$ cat src/pkg/fps_pkg.sv
// -----------------------------------------------------------------------
// Functional notes
// - Unlock needs key 55h then AAh, two consecutive key writes.
// - Processor stays stalled from operation start until it finishes.
// - Start bit 15 launches self-timed operation; hardware clears it.
// - Permit bit 14 clear inhibits every program and erase.
// - Error bit 13 flags improper start; cleared by a proper start.
// - Erase-select bit 6 picks erase or program for the next start.
// - Codes 1001xx, 0101xx, 0011xx erase all, config, general regions.
// - Codes 1010xx and 1001xx only honoured in external serial mode.
// - Codes 011000, 011001, 011010 handle one, two or four rows.
// - Unlisted codes cause no operation at start.
// - Row erases take their rows from the table pointer address.
// - Table writes land in holding latches, committed only on program.
// - Row blocks align to their own size from program memory start.
// -----------------------------------------------------------------------
package fps_pkg;

   // --------------------------------------------------------------------
   // Register map
   // --------------------------------------------------------------------
   localparam int         ADDR_W      = 4;
   localparam int         DATA_W      = 16;
   localparam logic [3:0] CTRL_OFS    = 4'h0;
   localparam logic [3:0] KEY_OFS     = 4'h1;
   localparam logic [3:0] PAGE_OFS    = 4'h2;
   localparam logic [3:0] PTR_OFS     = 4'h3;
   localparam logic [3:0] LAT_LO_OFS  = 4'h4;
   localparam logic [3:0] LAT_HI_OFS  = 4'h5;
   localparam int         WR_BIT      = 15;
   localparam int         PERMIT_BIT  = 14;
   localparam int         ERR_BIT     = 13;
   localparam int         PROG_ONLY_BIT = 12;
   localparam int         ERASE_BIT   = 6;
   localparam int         CODE_W      = 6;
   localparam int         CFG_PAGE_BIT = 7;
   localparam logic [7:0]  KEY_FIRST  = 8'h55;
   localparam logic [7:0]  KEY_SECOND = 8'hAA;
   localparam logic [7:0]  PAGE_RESET = 8'h00;
   localparam logic [15:0] PTR_RESET  = 16'h0000;
   localparam logic [15:0] PTR_STEP   = 16'h0002;

   // --------------------------------------------------------------------
   // Command codes and row geometry
   // --------------------------------------------------------------------
   localparam logic [3:0] CODE_BOOT  = 4'hA;
   localparam logic [3:0] CODE_ALL   = 4'h9;
   localparam logic [3:0] CODE_CFG   = 4'h5;
   localparam logic [3:0] CODE_GEN   = 4'h3;
   localparam logic [5:0] CODE_ROW1  = 6'h18;
   localparam logic [5:0] CODE_ROW2  = 6'h19;
   localparam logic [5:0] CODE_ROW4  = 6'h1A;
   localparam int         LAT_IDX_W  = 5;
   localparam int         WORD_W     = 24;
   localparam int         ADDR_FULL_W = 24;
   localparam logic [23:0] MASK_ROW1 = 24'h00003F;
   localparam logic [23:0] MASK_ROW2 = 24'h00007F;
   localparam logic [23:0] MASK_ROW4 = 24'h0000FF;

   // --------------------------------------------------------------------
   // Timing, 25 MHz clock; least times round up
   // --------------------------------------------------------------------
   localparam int CLK_PERIOD_NS = 40;
   localparam int PROG_TIME_NS  = 2000;
   localparam int ERASE_TIME_NS = 4000;
   localparam int TIME_W        = 8;
   localparam logic [TIME_W-1:0] PROG_CYC = TIME_W'(
      (PROG_TIME_NS + CLK_PERIOD_NS - 1) / CLK_PERIOD_NS);
   localparam logic [TIME_W-1:0] ERASE_CYC = TIME_W'(
      (ERASE_TIME_NS + CLK_PERIOD_NS - 1) / CLK_PERIOD_NS);

   // --------------------------------------------------------------------
   // Types
   // --------------------------------------------------------------------
   typedef enum logic [2:0] {
      REG_NONE, REG_ROWS, REG_GENERAL, REG_CONFIG, REG_ALL, REG_BOOT
   } fps_region_t;

   typedef struct packed {
      logic        valid;
      logic        erase;
      fps_region_t region;
      logic [2:0]  rows;
   } fps_op_t;

   typedef struct packed {
      logic                   wr_word;
      logic                   erase;
      fps_region_t            region;
      logic [2:0]             rows;
      logic [ADDR_FULL_W-1:0] addr;
      logic [WORD_W-1:0]      data;
   } fps_flash_req_t;

   typedef struct packed {
      logic              wr;
      logic              permit;
      logic              err;
      logic              prog_only;
      logic              erase;
      logic [CODE_W-1:0] code;
   } fps_ctrl_t;

   function automatic fps_op_t fps_decode(input logic [5:0] code,
                                          input logic       erase,
                                          input logic       ext_mode);
      fps_op_t op;
      op = '{valid: 1'b0, erase: erase, region: REG_NONE, rows: 3'h0};
      if (code == CODE_ROW1 || code == CODE_ROW2 || code == CODE_ROW4) begin
         op.valid  = 1'b1;
         op.region = REG_ROWS;
         op.rows   = (code == CODE_ROW1) ? 3'h1 :
                     (code == CODE_ROW2) ? 3'h2 : 3'h4;
      end else if (erase) begin
         op.valid = 1'b1;
         case (code[5:2])
            CODE_BOOT: op.region = REG_BOOT;
            CODE_ALL:  op.region = REG_ALL;
            CODE_CFG:  op.region = REG_CONFIG;
            CODE_GEN:  op.region = REG_GENERAL;
            default:   op.valid  = 1'b0;
         endcase
         if ((op.region == REG_BOOT || op.region == REG_ALL) && !ext_mode) begin
            op.valid = 1'b0;
         end
      end
      return op;
   endfunction

endpackage

$ cat src/fps_latch_mem.sv
`timescale 1ns/10ps
module fps_latch_mem
   import fps_pkg::*;
(
   input  wire logic                 sys_clk_in,
   input  wire logic                 lo_we_in,
   input  wire logic                 hi_we_in,
   input  wire logic [LAT_IDX_W-1:0] wr_idx_in,
   input  wire logic [15:0]          wdata_in,
   input  wire logic [LAT_IDX_W-1:0] rd_idx_in,
   output logic      [WORD_W-1:0]    rdata_out
);
   import fps_pkg::*;

   // Holding latches; contents survive reset like a real latch array
   logic [WORD_W-1:0] mem [2**LAT_IDX_W];

   always_ff @(posedge sys_clk_in) begin
      if (lo_we_in) begin
         mem[wr_idx_in][15:0] <= wdata_in;
      end
      if (hi_we_in) begin
         mem[wr_idx_in][23:16] <= wdata_in[7:0];
      end
   end

   always_ff @(posedge sys_clk_in) begin
      rdata_out <= mem[rd_idx_in];
   end

endmodule

$ cat src/fps_op_timer.sv
`timescale 1ns/10ps
module fps_op_timer
   import fps_pkg::*;
(
   input  wire logic              sys_clk_in,
   input  wire logic              rstn_in,
   input  wire logic              load_in,
   input  wire logic [TIME_W-1:0] len_in,
   output logic                   done_out
);
   import fps_pkg::*;

   logic [TIME_W-1:0] cnt_q;

   always_ff @(posedge sys_clk_in) begin
      if (!rstn_in) begin
         cnt_q <= '0;
      end else if (load_in) begin
         cnt_q <= len_in;
      end else if (cnt_q != '0) begin
         cnt_q <= cnt_q - TIME_W'(1);
      end
   end

   // One-cycle pulse as the count runs out
   always_ff @(posedge sys_clk_in) begin
      if (!rstn_in) begin
         done_out <= 1'b0;
      end else begin
         done_out <= !load_in && (cnt_q == TIME_W'(1));
      end
   end

endmodule

$ cat src/fps_sequencer.sv
`timescale 1ns/10ps
module fps_sequencer
   import fps_pkg::*;
(
   input  wire logic                    sys_clk_in,
   input  wire logic                    rstn_in,
   input  wire logic [fps_pkg::ADDR_W-1:0] reg_addr_in,
   input  wire logic [fps_pkg::DATA_W-1:0] reg_wdata_in,
   input  wire logic                    reg_wr_in,
   input  wire logic                    reg_rd_in,
   input  wire logic                    ext_prog_mode_in,
   output logic [fps_pkg::DATA_W-1:0]   reg_rdata_out,
   output logic                         cpu_stall_out,
   output fps_pkg::fps_flash_req_t      flash_req_out
);
   import fps_pkg::*;

   // --------------------------------------------------------------------
   // State and types
   // --------------------------------------------------------------------
   typedef enum logic [1:0] {
      KEY_IDLE  = 2'b00,
      KEY_GOT55 = 2'b01,
      KEY_ARMED = 2'b11
   } fps_key_t;

   typedef enum logic [1:0] {
      OP_IDLE = 2'b00,
      OP_LOAD = 2'b01,
      OP_WAIT = 2'b11,
      OP_DONE = 2'b10
   } fps_opst_t;

   fps_key_t          key_q;
   fps_opst_t         op_state_q;
   fps_ctrl_t         ctrl_q;
   fps_op_t           op_q;
   logic [7:0]        page_q;
   logic [15:0]       ptr_q;
   logic [23:0]       op_addr_q;
   logic [7:0]        word_cnt_q;
   logic [7:0]        pipe_idx_q;
   logic              pipe_q;
   logic [WORD_W-1:0] lat_rdata;
   logic              tmr_done;

   function automatic logic [23:0] row_mask(input logic [2:0] rows);
      return (rows == 3'h4) ? MASK_ROW4 :
             (rows == 3'h2) ? MASK_ROW2 : MASK_ROW1;
   endfunction

   // --------------------------------------------------------------------
   // Decode of the current access
   // --------------------------------------------------------------------
   logic        ctrl_wr;
   logic        key_wr;
   logic        start_try;
   logic        start_ok;
   logic        start_bad;
   logic        op_done;
   logic        load_last;
   logic        tmr_load;
   logic [7:0]  total_words;
   logic [23:0] start_addr;
   fps_op_t     dec;

   assign ctrl_wr   = reg_wr_in && (reg_addr_in == CTRL_OFS);
   assign key_wr    = reg_wr_in && (reg_addr_in == KEY_OFS);
   // Code and select come from the same write, as a bit-set rewrites all
   assign dec       = fps_decode(reg_wdata_in[CODE_W-1:0],
                                 reg_wdata_in[ERASE_BIT],
                                 ext_prog_mode_in);
   assign start_try = ctrl_wr && reg_wdata_in[WR_BIT] && !ctrl_q.wr;
   assign start_bad = start_try &&
                      (key_q != KEY_ARMED ||
                       !reg_wdata_in[PERMIT_BIT]);
   // Unlisted or mode-locked codes: quietly nothing happens
   assign start_ok  = start_try && !start_bad && dec.valid;
   assign op_done   = (op_state_q == OP_DONE);
   assign total_words = {op_q.rows, 5'h00};
   assign load_last = (op_state_q == OP_LOAD) && pipe_q &&
                      (word_cnt_q == total_words);
   assign tmr_load  = (start_ok && dec.erase) || load_last;
   // Row blocks are taken from the table pointer, aligned down
   assign start_addr = (dec.region == REG_ROWS) ?
                       ({page_q, ptr_q} & ~row_mask(dec.rows)) :
                       24'h000000;

   // --------------------------------------------------------------------
   // Unlock key sequencer
   // --------------------------------------------------------------------
   always_ff @(posedge sys_clk_in) begin
      if (!rstn_in) begin
         key_q <= KEY_IDLE;
      end else if (reg_wr_in || reg_rd_in) begin
         case (key_q)
            KEY_IDLE: begin
               key_q <= (key_wr && reg_wdata_in[7:0] == KEY_FIRST) ?
                        KEY_GOT55 : KEY_IDLE;
            end
            KEY_GOT55: begin
               // Anything but the second key throws the unlock away
               key_q <= (key_wr && reg_wdata_in[7:0] == KEY_SECOND) ?
                        KEY_ARMED : KEY_IDLE;
            end
            KEY_ARMED: begin
               // Reads let a bit-set fetch the register; writes consume
               if (reg_wr_in) begin
                  key_q <= (key_wr && reg_wdata_in[7:0] == KEY_FIRST) ?
                           KEY_GOT55 : KEY_IDLE;
               end
            end
            default: key_q <= KEY_IDLE;
         endcase
      end
   end

   // --------------------------------------------------------------------
   // Control register
   // --------------------------------------------------------------------
   always_ff @(posedge sys_clk_in) begin
      if (!rstn_in) begin
         ctrl_q <= '0;
      end else if (ctrl_wr && !ctrl_q.wr) begin
         ctrl_q.permit    <= reg_wdata_in[PERMIT_BIT];
         ctrl_q.prog_only <= reg_wdata_in[PROG_ONLY_BIT];
         ctrl_q.erase   <= reg_wdata_in[ERASE_BIT];
         ctrl_q.code    <= reg_wdata_in[CODE_W-1:0];
         ctrl_q.wr      <= start_ok;
         // Hardware set wins over the value software writes
         ctrl_q.err     <= start_bad ? 1'b1 :
                           start_ok ? 1'b0 : reg_wdata_in[ERR_BIT];
      end else if (op_done) begin
         ctrl_q.wr <= 1'b0;
      end
   end

   always_ff @(posedge sys_clk_in) begin
      if (!rstn_in) begin
         cpu_stall_out <= 1'b0;
      end else if (start_ok) begin
         cpu_stall_out <= 1'b1;
      end else if (op_done) begin
         cpu_stall_out <= 1'b0;
      end
   end

   // --------------------------------------------------------------------
   // Table page, pointer and holding latches
   // --------------------------------------------------------------------
   logic lat_lo_we;
   logic lat_hi_we;

   // Configuration pages take no table writes
   assign lat_lo_we = reg_wr_in && reg_addr_in == LAT_LO_OFS &&
                      !page_q[CFG_PAGE_BIT] && !ctrl_q.wr;
   assign lat_hi_we = reg_wr_in && reg_addr_in == LAT_HI_OFS &&
                      !page_q[CFG_PAGE_BIT] && !ctrl_q.wr;

   always_ff @(posedge sys_clk_in) begin
      if (!rstn_in) begin
         page_q <= PAGE_RESET;
      end else if (reg_wr_in && reg_addr_in == PAGE_OFS && !ctrl_q.wr) begin
         page_q <= reg_wdata_in[7:0];
      end
   end

   always_ff @(posedge sys_clk_in) begin
      if (!rstn_in) begin
         ptr_q <= PTR_RESET;
      end else if (reg_wr_in && reg_addr_in == PTR_OFS && !ctrl_q.wr) begin
         ptr_q <= reg_wdata_in;
      end else if (lat_hi_we) begin
         // High byte closes a word, so step to the next one
         ptr_q <= ptr_q + PTR_STEP;
      end
   end

   fps_latch_mem u_latch (
      .sys_clk_in (sys_clk_in),
      .lo_we_in   (lat_lo_we),
      .hi_we_in   (lat_hi_we),
      .wr_idx_in  (ptr_q[LAT_IDX_W:1]),
      .wdata_in   (reg_wdata_in),
      .rd_idx_in  (word_cnt_q[LAT_IDX_W-1:0]),
      .rdata_out  (lat_rdata)
   );

   fps_op_timer u_timer (
      .sys_clk_in (sys_clk_in),
      .rstn_in    (rstn_in),
      .load_in    (tmr_load),
      .len_in     ((start_ok && dec.erase) ? ERASE_CYC : PROG_CYC),
      .done_out   (tmr_done)
   );

   // --------------------------------------------------------------------
   // Operation sequencer
   // --------------------------------------------------------------------
   always_ff @(posedge sys_clk_in) begin
      if (!rstn_in) begin
         op_state_q <= OP_IDLE;
      end else begin
         case (op_state_q)
            OP_IDLE: begin
               if (start_ok) begin
                  op_state_q <= dec.erase ? OP_WAIT : OP_LOAD;
               end
            end
            OP_LOAD: begin
               if (load_last) begin
                  op_state_q <= OP_WAIT;
               end
            end
            OP_WAIT: begin
               if (tmr_done) begin
                  op_state_q <= OP_DONE;
               end
            end
            OP_DONE: op_state_q <= OP_IDLE;
            default: op_state_q <= OP_IDLE;
         endcase
      end
   end

   always_ff @(posedge sys_clk_in) begin
      if (!rstn_in) begin
         op_q      <= '0;
         op_addr_q <= '0;
      end else if (start_ok) begin
         op_q      <= dec;
         op_addr_q <= start_addr;
      end
   end

   // Multi-row programs replay the one row of latches into each row
   always_ff @(posedge sys_clk_in) begin
      if (!rstn_in) begin
         word_cnt_q <= '0;
         pipe_q     <= 1'b0;
         pipe_idx_q <= '0;
      end else if (start_ok) begin
         word_cnt_q <= '0;
         pipe_q     <= 1'b0;
      end else if (op_state_q == OP_LOAD && word_cnt_q != total_words) begin
         word_cnt_q <= word_cnt_q + 8'h01;
         pipe_q     <= 1'b1;
         pipe_idx_q <= word_cnt_q;
      end else begin
         pipe_q     <= 1'b0;
      end
   end

   // --------------------------------------------------------------------
   // Flash array requests
   // --------------------------------------------------------------------
   always_ff @(posedge sys_clk_in) begin
      if (!rstn_in) begin
         flash_req_out <= '0;
      end else begin
         flash_req_out.wr_word <= 1'b0;
         flash_req_out.erase   <= 1'b0;
         if (start_ok) begin
            flash_req_out.erase  <= dec.erase;
            flash_req_out.region <= dec.region;
            flash_req_out.rows   <= dec.rows;
            flash_req_out.addr   <= start_addr;
         end else if (pipe_q && op_state_q == OP_LOAD) begin
            flash_req_out.wr_word <= 1'b1;
            flash_req_out.addr    <= op_addr_q + {15'h0000, pipe_idx_q, 1'b0};
            flash_req_out.data    <= lat_rdata;
         end
      end
   end

   // --------------------------------------------------------------------
   // Read port
   // --------------------------------------------------------------------
   always_ff @(posedge sys_clk_in) begin
      if (!rstn_in || !reg_rd_in) begin
         reg_rdata_out <= '0;
      end else begin
         case (reg_addr_in)
            CTRL_OFS: reg_rdata_out <= {ctrl_q.wr, ctrl_q.permit, ctrl_q.err,
                                        ctrl_q.prog_only, 5'h00, ctrl_q.erase,
                                        ctrl_q.code};
            PAGE_OFS: reg_rdata_out <= {8'h00, page_q};
            PTR_OFS:  reg_rdata_out <= ptr_q;
            default:  reg_rdata_out <= '0;
         endcase
      end
   end
endmodule

$ cat config.mk
export PLATFORM = sky130hd
export DESIGN_NAME = fps_sequencer
export DESIGN_NICKNAME = d
export VERILOG_FILES = /design/src/pkg/fps_pkg.sv /design/src/fps_latch_mem.sv /design/src/fps_op_timer.sv /design/src/fps_sequencer.sv
export SDC_FILE = /design/constraint.sdc
export NUM_CORES = 1
export LEC_CHECK = 0
export ABC_CLOCK_PERIOD_IN_PS = 7670
export CAP_MARGIN = 0
export CELL_PAD_IN_SITES_DETAIL_PLACEMENT = 0
export CELL_PAD_IN_SITES_GLOBAL_PLACEMENT = 1
export CORE_MARGIN = 2
export CORE_UTILIZATION = 59
export CTS_CLUSTER_SIZE = 40
export DETAILED_ROUTE_END_ITERATION = 7
export DONT_BUFFER_PORTS = 1
export HOLD_SLACK_MARGIN = 0.08
export PLACE_DENSITY_LB_ADDON = 0.1
export SETUP_SLACK_MARGIN = 0.3
export SYNTH_ARGS = -nofsm -noshare
export SYNTH_HDL_FRONTEND = slang
export SYNTH_SLANG_ARGS = --single-unit
$ cat constraint.sdc
create_clock -name sys_clk_in -period 7.67 [get_ports sys_clk_in]
set_clock_uncertainty 0.15 [all_clocks]
set_input_delay 0.767 -clock sys_clk_in [delete_from_list [all_inputs] [get_ports sys_clk_in]]
set_output_delay 0.767 -clock sys_clk_in [all_outputs]
set_load 0.03 [all_outputs]
==> Yosys cells after proc, flatten, opt, wreduce, memory -nomap -nowiden <==
Memory sizes are Yosys's and may differ from the RTL's. A register that Yosys moved wholly into a read port is not among the register bits.
Index checks and enable logic that the tools add are counted.
{ "op_classes": {"n_addsub": 4, "eq_ne": 32, "n_mux": 43, "bitwise_logic": 4, "reduce_logical": 57} }
{ "ops": {"columns": ["operator", "n"], "rows": [
  ["$mux 24", 2],
  ["$mux 48", 1],
  ["$pmux 16 s3", 1],
  ["$mux 16", 2],
  ["$logic_and 1x1->1", 26],
  ["$add 24x9->24", 1],
  ["$and 24x24->24", 1],
  ["$mux 8", 3],
  ["$not 8->24", 1],
  ["$mux 3", 7],
  ["$eq 6x5->1 const B", 3],
  ["$add 16x2->16 const B", 1],
  ["$mux 1", 16],
  ["$mux 7", 2],
  ["$eq 4x2->1 const B", 3],
  ["$eq 4x3->1 const B", 3],
  ["$mux 2", 6],
  ["$pmux 3 s4", 1],
  ["$reduce_bool 2->1", 5],
  ["$eq 3x3->1 const B", 3],
  ["$add 8x1->8 const B", 1],
  ["$eq 4x4->1 const B", 2],
  ["$eq 8x1->1 const B", 1],
  ["$eq 8x7->1 const B", 1],
  ["other kinds (23)", 47]
]} }
{ "totals": {"reg_bits": 162, "mem_bits_rw": 768, "in_bits": 25, "out_inout_bits": 73, "word_cells": 165, "memories": 1} }
{ "memory_table": {"columns": ["name", "words", "width", "read_ports", "rd_clocked_by_memory_dff", "wr", "line_no", "source"], "rows": [
  ["u_latch.mem", 32, 24, 1, 1, 1, "fps_latch_mem.sv:16", "logic [WORD_W-1:0] mem [2**LAT_IDX_W];"]
]} }

==> Longest topological paths before layout <==
Gate-level depths: netlist (run 1).
{ "depth": {"ltp_word": 15, "mapped_depth": 10, "ltp_nobuf": 8} }

==> Cells and area by module <==
A second synthesis (run 1) with hierarchy kept.
{ "hier_totals": {"hier_cells": 2573, "area_unflattened_um2": 37701.2} }
{ "modules_own_cells": {"columns": ["mod", "instances", "cells_each", "area_per_inst_um2", "seq_area_each_um2"], "rows": [
  ["fps_latch_mem", 1, 1756, 30665.7, 23542.6],
  ["fps_sequencer", 1, 757, 6541.3, 2922.8],
  ["fps_op_timer", 1, 60, 494.2, 180.2]
]} }

==> Least setup slack after synthesis (run 1) <==
No wires, ideal clock.
{ "synth_timing": {"path_kind": "input port to flip-flop", "start": "input reg_addr_in[3] (netlist bit)", "end": "memory u_latch.mem[30][0] (enable)", "setup_ns": 0.389, "t_arrival_ns": 2.680, "required_time_ns": 7.131, "path_slack_ns": 4.451, "stages": 4, "n_path_buf": 0, "cell_sequence": "or4bb_1 > nor4_1 > nand2_1 > nor2_1"} }
{ "synth_between": {"elab_chain_cells": 6} }
{ "synth_rtl": {"columns": ["item", "line_no", "source"], "rows": [
  ["start, declared", "fps_sequencer.sv:7", "input wire logic [fps_pkg::ADDR_W-1:0] reg_addr_in,"],
  ["$eq 4x3->1", "fps_sequencer.sv:155", "assign lat_lo_we = reg_wr_in && reg_addr_in == LAT_LO_OFS &&"],
  ["$logic_and 1x1->1 (2 in series)", "fps_sequencer.sv:155", null],
  ["$logic_and 1x1->1", "fps_sequencer.sv:156", "!page_q[CFG_PAGE_BIT] && !ctrl_q.wr;"],
  ["$mux 1", "fps_latch_mem.sv:19", "if (lo_we_in) begin"],
  ["$mux 1 (implied by the code)", "fps_latch_mem.sv:20", "mem[wr_idx_in][15:0] <= wdata_in;"],
  ["end, declared", "fps_latch_mem.sv:16", null]
]} }
No other way between the ends.

==> impl_metrics.tcl, run 1 <==
set metrics [dict create \
    status "completed" \
    max_slew_margin_pct 20.4 \
    multiInputGateArea_um2 9450 \
    wire_per_inst_um 29.4 \
    viasPerCell 6.43 \
    vdd_drop_max_mv 0.181 \
    cts_htree_levels 3 \
    synth-seq-cells 947 \
    p_leak_nw 12.8 \
    area_growth_pct 12.7 \
    yosysSeqAreaShare_pct 72.7 \
    start_kind "flop" \
    utilization_pct 67.0 \
    synth_area_um2 36600 \
    io_pins 98 \
    area.sequential_um2 26700 \
    max_stage_delay_ns 0.86 \
    setup_viol_count_final 0 \
    crit_required_ns 8.04 \
    end_kind "flop" \
    layout_commonest_cell "edfxtp_1" \
    drc 0 \
    coreArea_um2 61600 \
    grt_pass1_wl_mm 129 \
    final.period_utilization_pct 44.8 \
    cts_sinks 947 \
    r2r_slack_ns 4.23 \
    crit_type "flop to flop" \
    synth.avg_cell_area_um2 18.4 \
    track_usage_pct 28.1 \
    setup_ws_ns 4.23 \
    nNetsFinal 2101 \
    p_per_area_nw_per_um2 255 \
    dieHeight_um 253 \
    num_rows 91 \
    drive_gt1_share_pct 23.0 \
    async_flop_share_pct 0 \
    num_vias 19222 \
    hold_class "input port to flop" \
    syn_nets 2036 \
    holdWs_ns 0.108 \
    fillers 4058 \
    firstDrtPassIters 5 \
    crit_chain "buf_12, mux4_2, mux4_2, mux2_2" \
    cp.arrival_ns 3.81 \
    slew_viol_final 0 \
    syn_inst 1996 \
    routabilityCongestion 0.845 \
    final_cell_mix "768 x edfxtp_1, 240 x mux4_2, 175 x dfxtp_1, 133 x nor2_1, 101 x clkbuf_16" \
    drt_iter0_drc 2214 \
    grt.overflow.total 0 \
    synth_edf_count 768 \
    antenna_found_initial 5 \
    ys.flop_type "edfxtp_1" \
    clk-insertion-delay-late_ns 0.65 \
    clk_pin_slew_worst_paths_ns 0.06 \
    placement.io_buffers 0 \
    postCtsSetupRepairBufs 0 \
    cts_buffers 96 \
    grt_pass1_vias 19012 \
    crit_slowest_cell "dfxtp_4" \
    maxCapViolCount 0 \
    dp_hpwl_mm 45.9 \
    crit_path_frequent_cell "mux4_2" \
    hold_viol_final 0 \
    start_util_pct 59.5 \
    worstMarginPinSlew_ns 1.19 \
    dieWidth_um 253 \
    cts_tree "built" \
    grt_max_degree 129 \
    timing.final.crit_period_ns 3.44 \
    drt-total-wl_mm 88.0 \
    root_buffer "clkbuf_16" \
    dieArea_um2 64100 \
    cts_buffer_depth 3 \
    synth_warnings 0 \
    final.setup.tns_ns 0 \
    place_ws_ns 3.94 \
    fmax_ghz 0.291 \
    critPathMaxFanout 93 \
    antenna_left 0 \
    rsz0062_at_grt "no" \
    synth_cell_types 65 \
]
[logic make-up after synthesis]
kind of cell,share of synthesized area [%]
compound gates,3.27
xor+xnor,0.717
fa+ha+maj,0.533
buf+inv,1.50
flops,72.7
mux,16.3
other cells,0.0102
simple gates,4.96
[cell usage after synthesis, types with 7 or more instances]
master    count  share of area [%]
nor3_1       12               0.16
nand2_1      89               0.91
and2_1        9               0.15
dfxtp_1     179                9.8
xnor2_1       8               0.19
a21oi_1      72               0.98
buf_2        18               0.25
mux2_2       33                1.0
clkbuf_1     77               0.79
xor2_1       22               0.53
nor2b_1       9               0.15
nand3_1      54               0.74
or3_1         9               0.15
nand3b_1      7               0.14
buf_1        21               0.22
inv_1        17               0.17
mux4_2      240                 15
edfxtp_1    768                 63
nand4_1      21               0.36
nor2_1      133                1.4
ha_1         14               0.48
a22oi_1      15               0.31
a22o_1       17               0.41
o21ai_0      53               0.72
mux2i_1      19               0.52
[power breakdown]
part	internal [mW]	leakage [nW]	switching [mW]	total [mW]
Combinational	0.0808	2.88	0.163	0.244
Sequential	5.57	8.36	0.0240	5.59
Clock	2.78	1.57	1.92	4.70
Total	8.43	12.8	2.11	10.5
[metal layers]
layer,part of all wire (%),up-vias,GRT usage (%)
li1,-,8135,-
met1,42,10092,42.9
met2,47,890,43.0
met3,9.6,105,5.05
met4,1.6,0,6.37
met5,0,-,0
[final cells by class]
cell class | instances | area share [%]
timing repair buffer | 87 | 2.04
clock buffer | 122 | 6.44
multi-input combinational | 911 | 22.9
sequential | 947 | 64.6
antenna | 12 | 0.0727
inverter | 18 | 0.164
clock inverter | 55 | 1.29
tap | 837 | 2.54
[critical path, delay by kind of cell (launching register included)]
family   cells  cell delay (ns)
mux          3             1.49
flops        1             0.86
buf+inv      1             0.64
[registers in the layout, summed over array words and instances (netlist names), 11 cells and up]
signal / count
u_latch.rdata_out: 24
flash_req_out: 55
reg_rdata_out: 16
op_addr_q: 18
ctrl_q: 11
ptr_q: 16
u_latch.mem: 768
[final timing paths]
check	start	endpoint	depth (start not counted)
setup / recovery	word_cnt_q[0]	u_latch.rdata_out[15]	4
setup reg to reg	word_cnt_q[0]	u_latch.rdata_out[15]	4
hold / removal	reg_wdata_in[6]	u_latch.mem[20][22]	0
hold reg to reg	u_latch.rdata_out[11]	flash_req_out[11]	2
[timing repair]
action,4_1_cts,5_1_grt
resized for setup,0,0
hold endpoints to repair,503,0
hold buffers,36,0
[stage by stage]
step / cell area, um^2 / instances / power [mW]
floorplan: 36600 / 1996 / 5.83
global placement: 37600 / 2764 / 5.85
detailed placement: 37600 / 2764 / 5.85
CTS: 41200 / 2977 / 10.6
global route: 41200 / 2977 / 10.8
finish: 41300 / 2989 / 10.5
Note: power is estimated with default switching activity, not from simulation.
==> run 2, diff against run 1 <==
ABC_CLOCK_PERIOD_IN_PS = 3400   (was 7670)
CORE_UTILIZATION = 55   (was 59)
clock period = 3.4 ns   (was 7.67 ns; I/O delays follow)
==> impl_metrics.tcl, run 2 (same netlist as run 1, synthesis figures left out) <==
set metrics [dict create \
    status "completed" \
    grt.overflow.total 0 \
    r2r_slack_ns 0.61 \
    crit_required_ns 3.72 \
    timing.final.crit_period_ns 2.86 \
    clk-insertion-delay-late_ns 0.65 \
    grt_max_degree 73 \
    drt-total-wl_mm 86.1 \
    end_kind "flop" \
    drc 0 \
    antenna_found_initial 6 \
    holdWs_ns 0.157 \
    worstMarginPinSlew_ns 1.11 \
    crit_path_frequent_cell "nand2_1" \
    layout_commonest_cell "edfxtp_1" \
    largest_register "u_latch.mem" \
    clk_pin_slew_worst_paths_ns 0.06 \
    root_buffer "clkbuf_16" \
    dp_hpwl_mm 50.3 \
    reg_top3 "u_latch.mem (768), flash_req_out (55), u_latch.rdata_out (24)" \
    cts_htree_levels 3 \
    dieHeight_um 262 \
    dieArea_um2 68700 \
    coreArea_um2 65900 \
    p_per_area_nw_per_um2 561 \
    max_stage_delay_ns 0.92 \
    dieWidth_um 262 \
    track_usage_pct 25.6 \
    crit_slowest_cell "nor3_1" \
    largest_register_ffs 768 \
    viasPerCell 6.20 \
    drive_gt1_share_pct 25.5 \
    cp.arrival_ns 3.18 \
    crit_chain "dlygate4sd3_1, buf_16, nand2_1, nand2_1, a311oi_4, buf_4, nor3_1, o21ai_0" \
    fillers 4575 \
    path_buf_inv 3 \
    start_kind "input port" \
    area.sequential_um2 26700 \
    rsz0062_at_grt "no" \
    cts_tree "built" \
    hold_class "input port to flop" \
    final.period_utilization_pct 84.0 \
    cts_sinks 947 \
    critPathTopFamily "simple AND/OR/NAND/NOR gates" \
    cts_buffers 96 \
    vdd_drop_max_mv 0.483 \
    finalPower_mw 23.6 \
    io_pins 98 \
    hold_viol_final 0 \
    setup_viol_count_final 0 \
    final.setup.tns_ns 0 \
    p_leak_nw 13.2 \
    final_design_area_no_fill_um2 42100 \
    drt_iter0_drc 1839 \
    routabilityCongestion 0.819 \
    critPathMaxFanout 72 \
    cts_buffer_depth 3 \
    num_rows 94 \
    fmax_ghz 0.350 \
    placement.io_buffers 0 \
    grt_pass1_wl_mm 127 \
    num_vias 19020 \
    start_util_pct 55.6 \
    antenna_left 0 \
    postCtsSetupRepairBufs 0 \
    final_cell_mix "768 x edfxtp_1, 240 x mux4_2, 175 x dfxtp_1, 133 x nor2_1, 98 x clkbuf_16" \
    grt_pass1_vias 19109 \
    multiInputGateArea_um2 9460 \
    nNetsFinal 2163 \
    maxCapViolCount 0 \
    slew_viol_final 0 \
    wire_per_inst_um 28.1 \
    max_slew_margin_pct 25.4 \
    crit_type "input port to flop" \
    firstDrtPassIters 5 \
    place_area_um2 38200 \
    utilization_pct 63.9 \
    area_growth_pct 14.8 \
]
-- run 2: tightest hold or removal path, delay by kind of cell --
family | cells | cell delay [ns]
buffers and inverters | 1 | 0.28
AND/OR/NAND/NOR | 2 | 0.17
multiplexers | 1 | 0.11
-- run 2: area by class of cell --
cell class                 instances  share of cell area, %
tap                              864                   2.57
inverter                          18                  0.161
clock buffer                     123                   6.24
antenna                            1                0.00595
clock inverter                    55                   1.20
timing repair buffer             149                   3.94
sequential                       947                   63.4
multi-input combinational        911                   22.5
-- run 2: path summary, 6_finish.rpt --
kind                         start                 end  depth (start not counted)
setup / recovery   reg_wdata_in[1]       pipe_idx_q[3]                          8
hold / removal      reg_addr_in[0]           ctrl_q[4]                          4
setup reg to reg        ctrl_q[10]  u_latch.mem[4][10]                          5
hold reg to reg   u_timer.done_out       op_state_q[0]                          1
-- run 2: through the flow --
stage / setup WS (ns) / instances
2_1_floorplan: 0.566 / 1996
3_3_place_gp: 0.379 / 2843
3_5_place_dp: 0.331 / 2843
4_1_cts: 0.355 / 3067
5_1_grt: 0.334 / 3067
6_report: 0.544 / 3068
-- run 2: report_power, final --
part | switching, mW | internal [mW] | leakage (nW)
logic | 0.414 | 0.227 | 3.34
clock network | 4.34 | 6.00 | 1.52
registers | 0.0506 | 12.6 | 8.36
-- run 2: per-layer routing --
layer | routed length (um) | vias to the layer above | share of wire, % | track usage (%)
met5 | 0 | - | 0 | 0
met4 | 1590 | 0 | 1.8 | 5.96
met3 | 5790 | 122 | 6.7 | 4.40
li1 | - | 8259 | - | -
met1 | 36600 | 9980 | 42 | 37.3
met2 | 42200 | 659 | 49 | 41.1
-- run 2: what timing repair did --
action,4_1_cts,5_1_grt
endpoints found under the setup margin,9,26
resized for setup,1,1
hold buffers,46,0
endpoints found under the hold margin,880,0
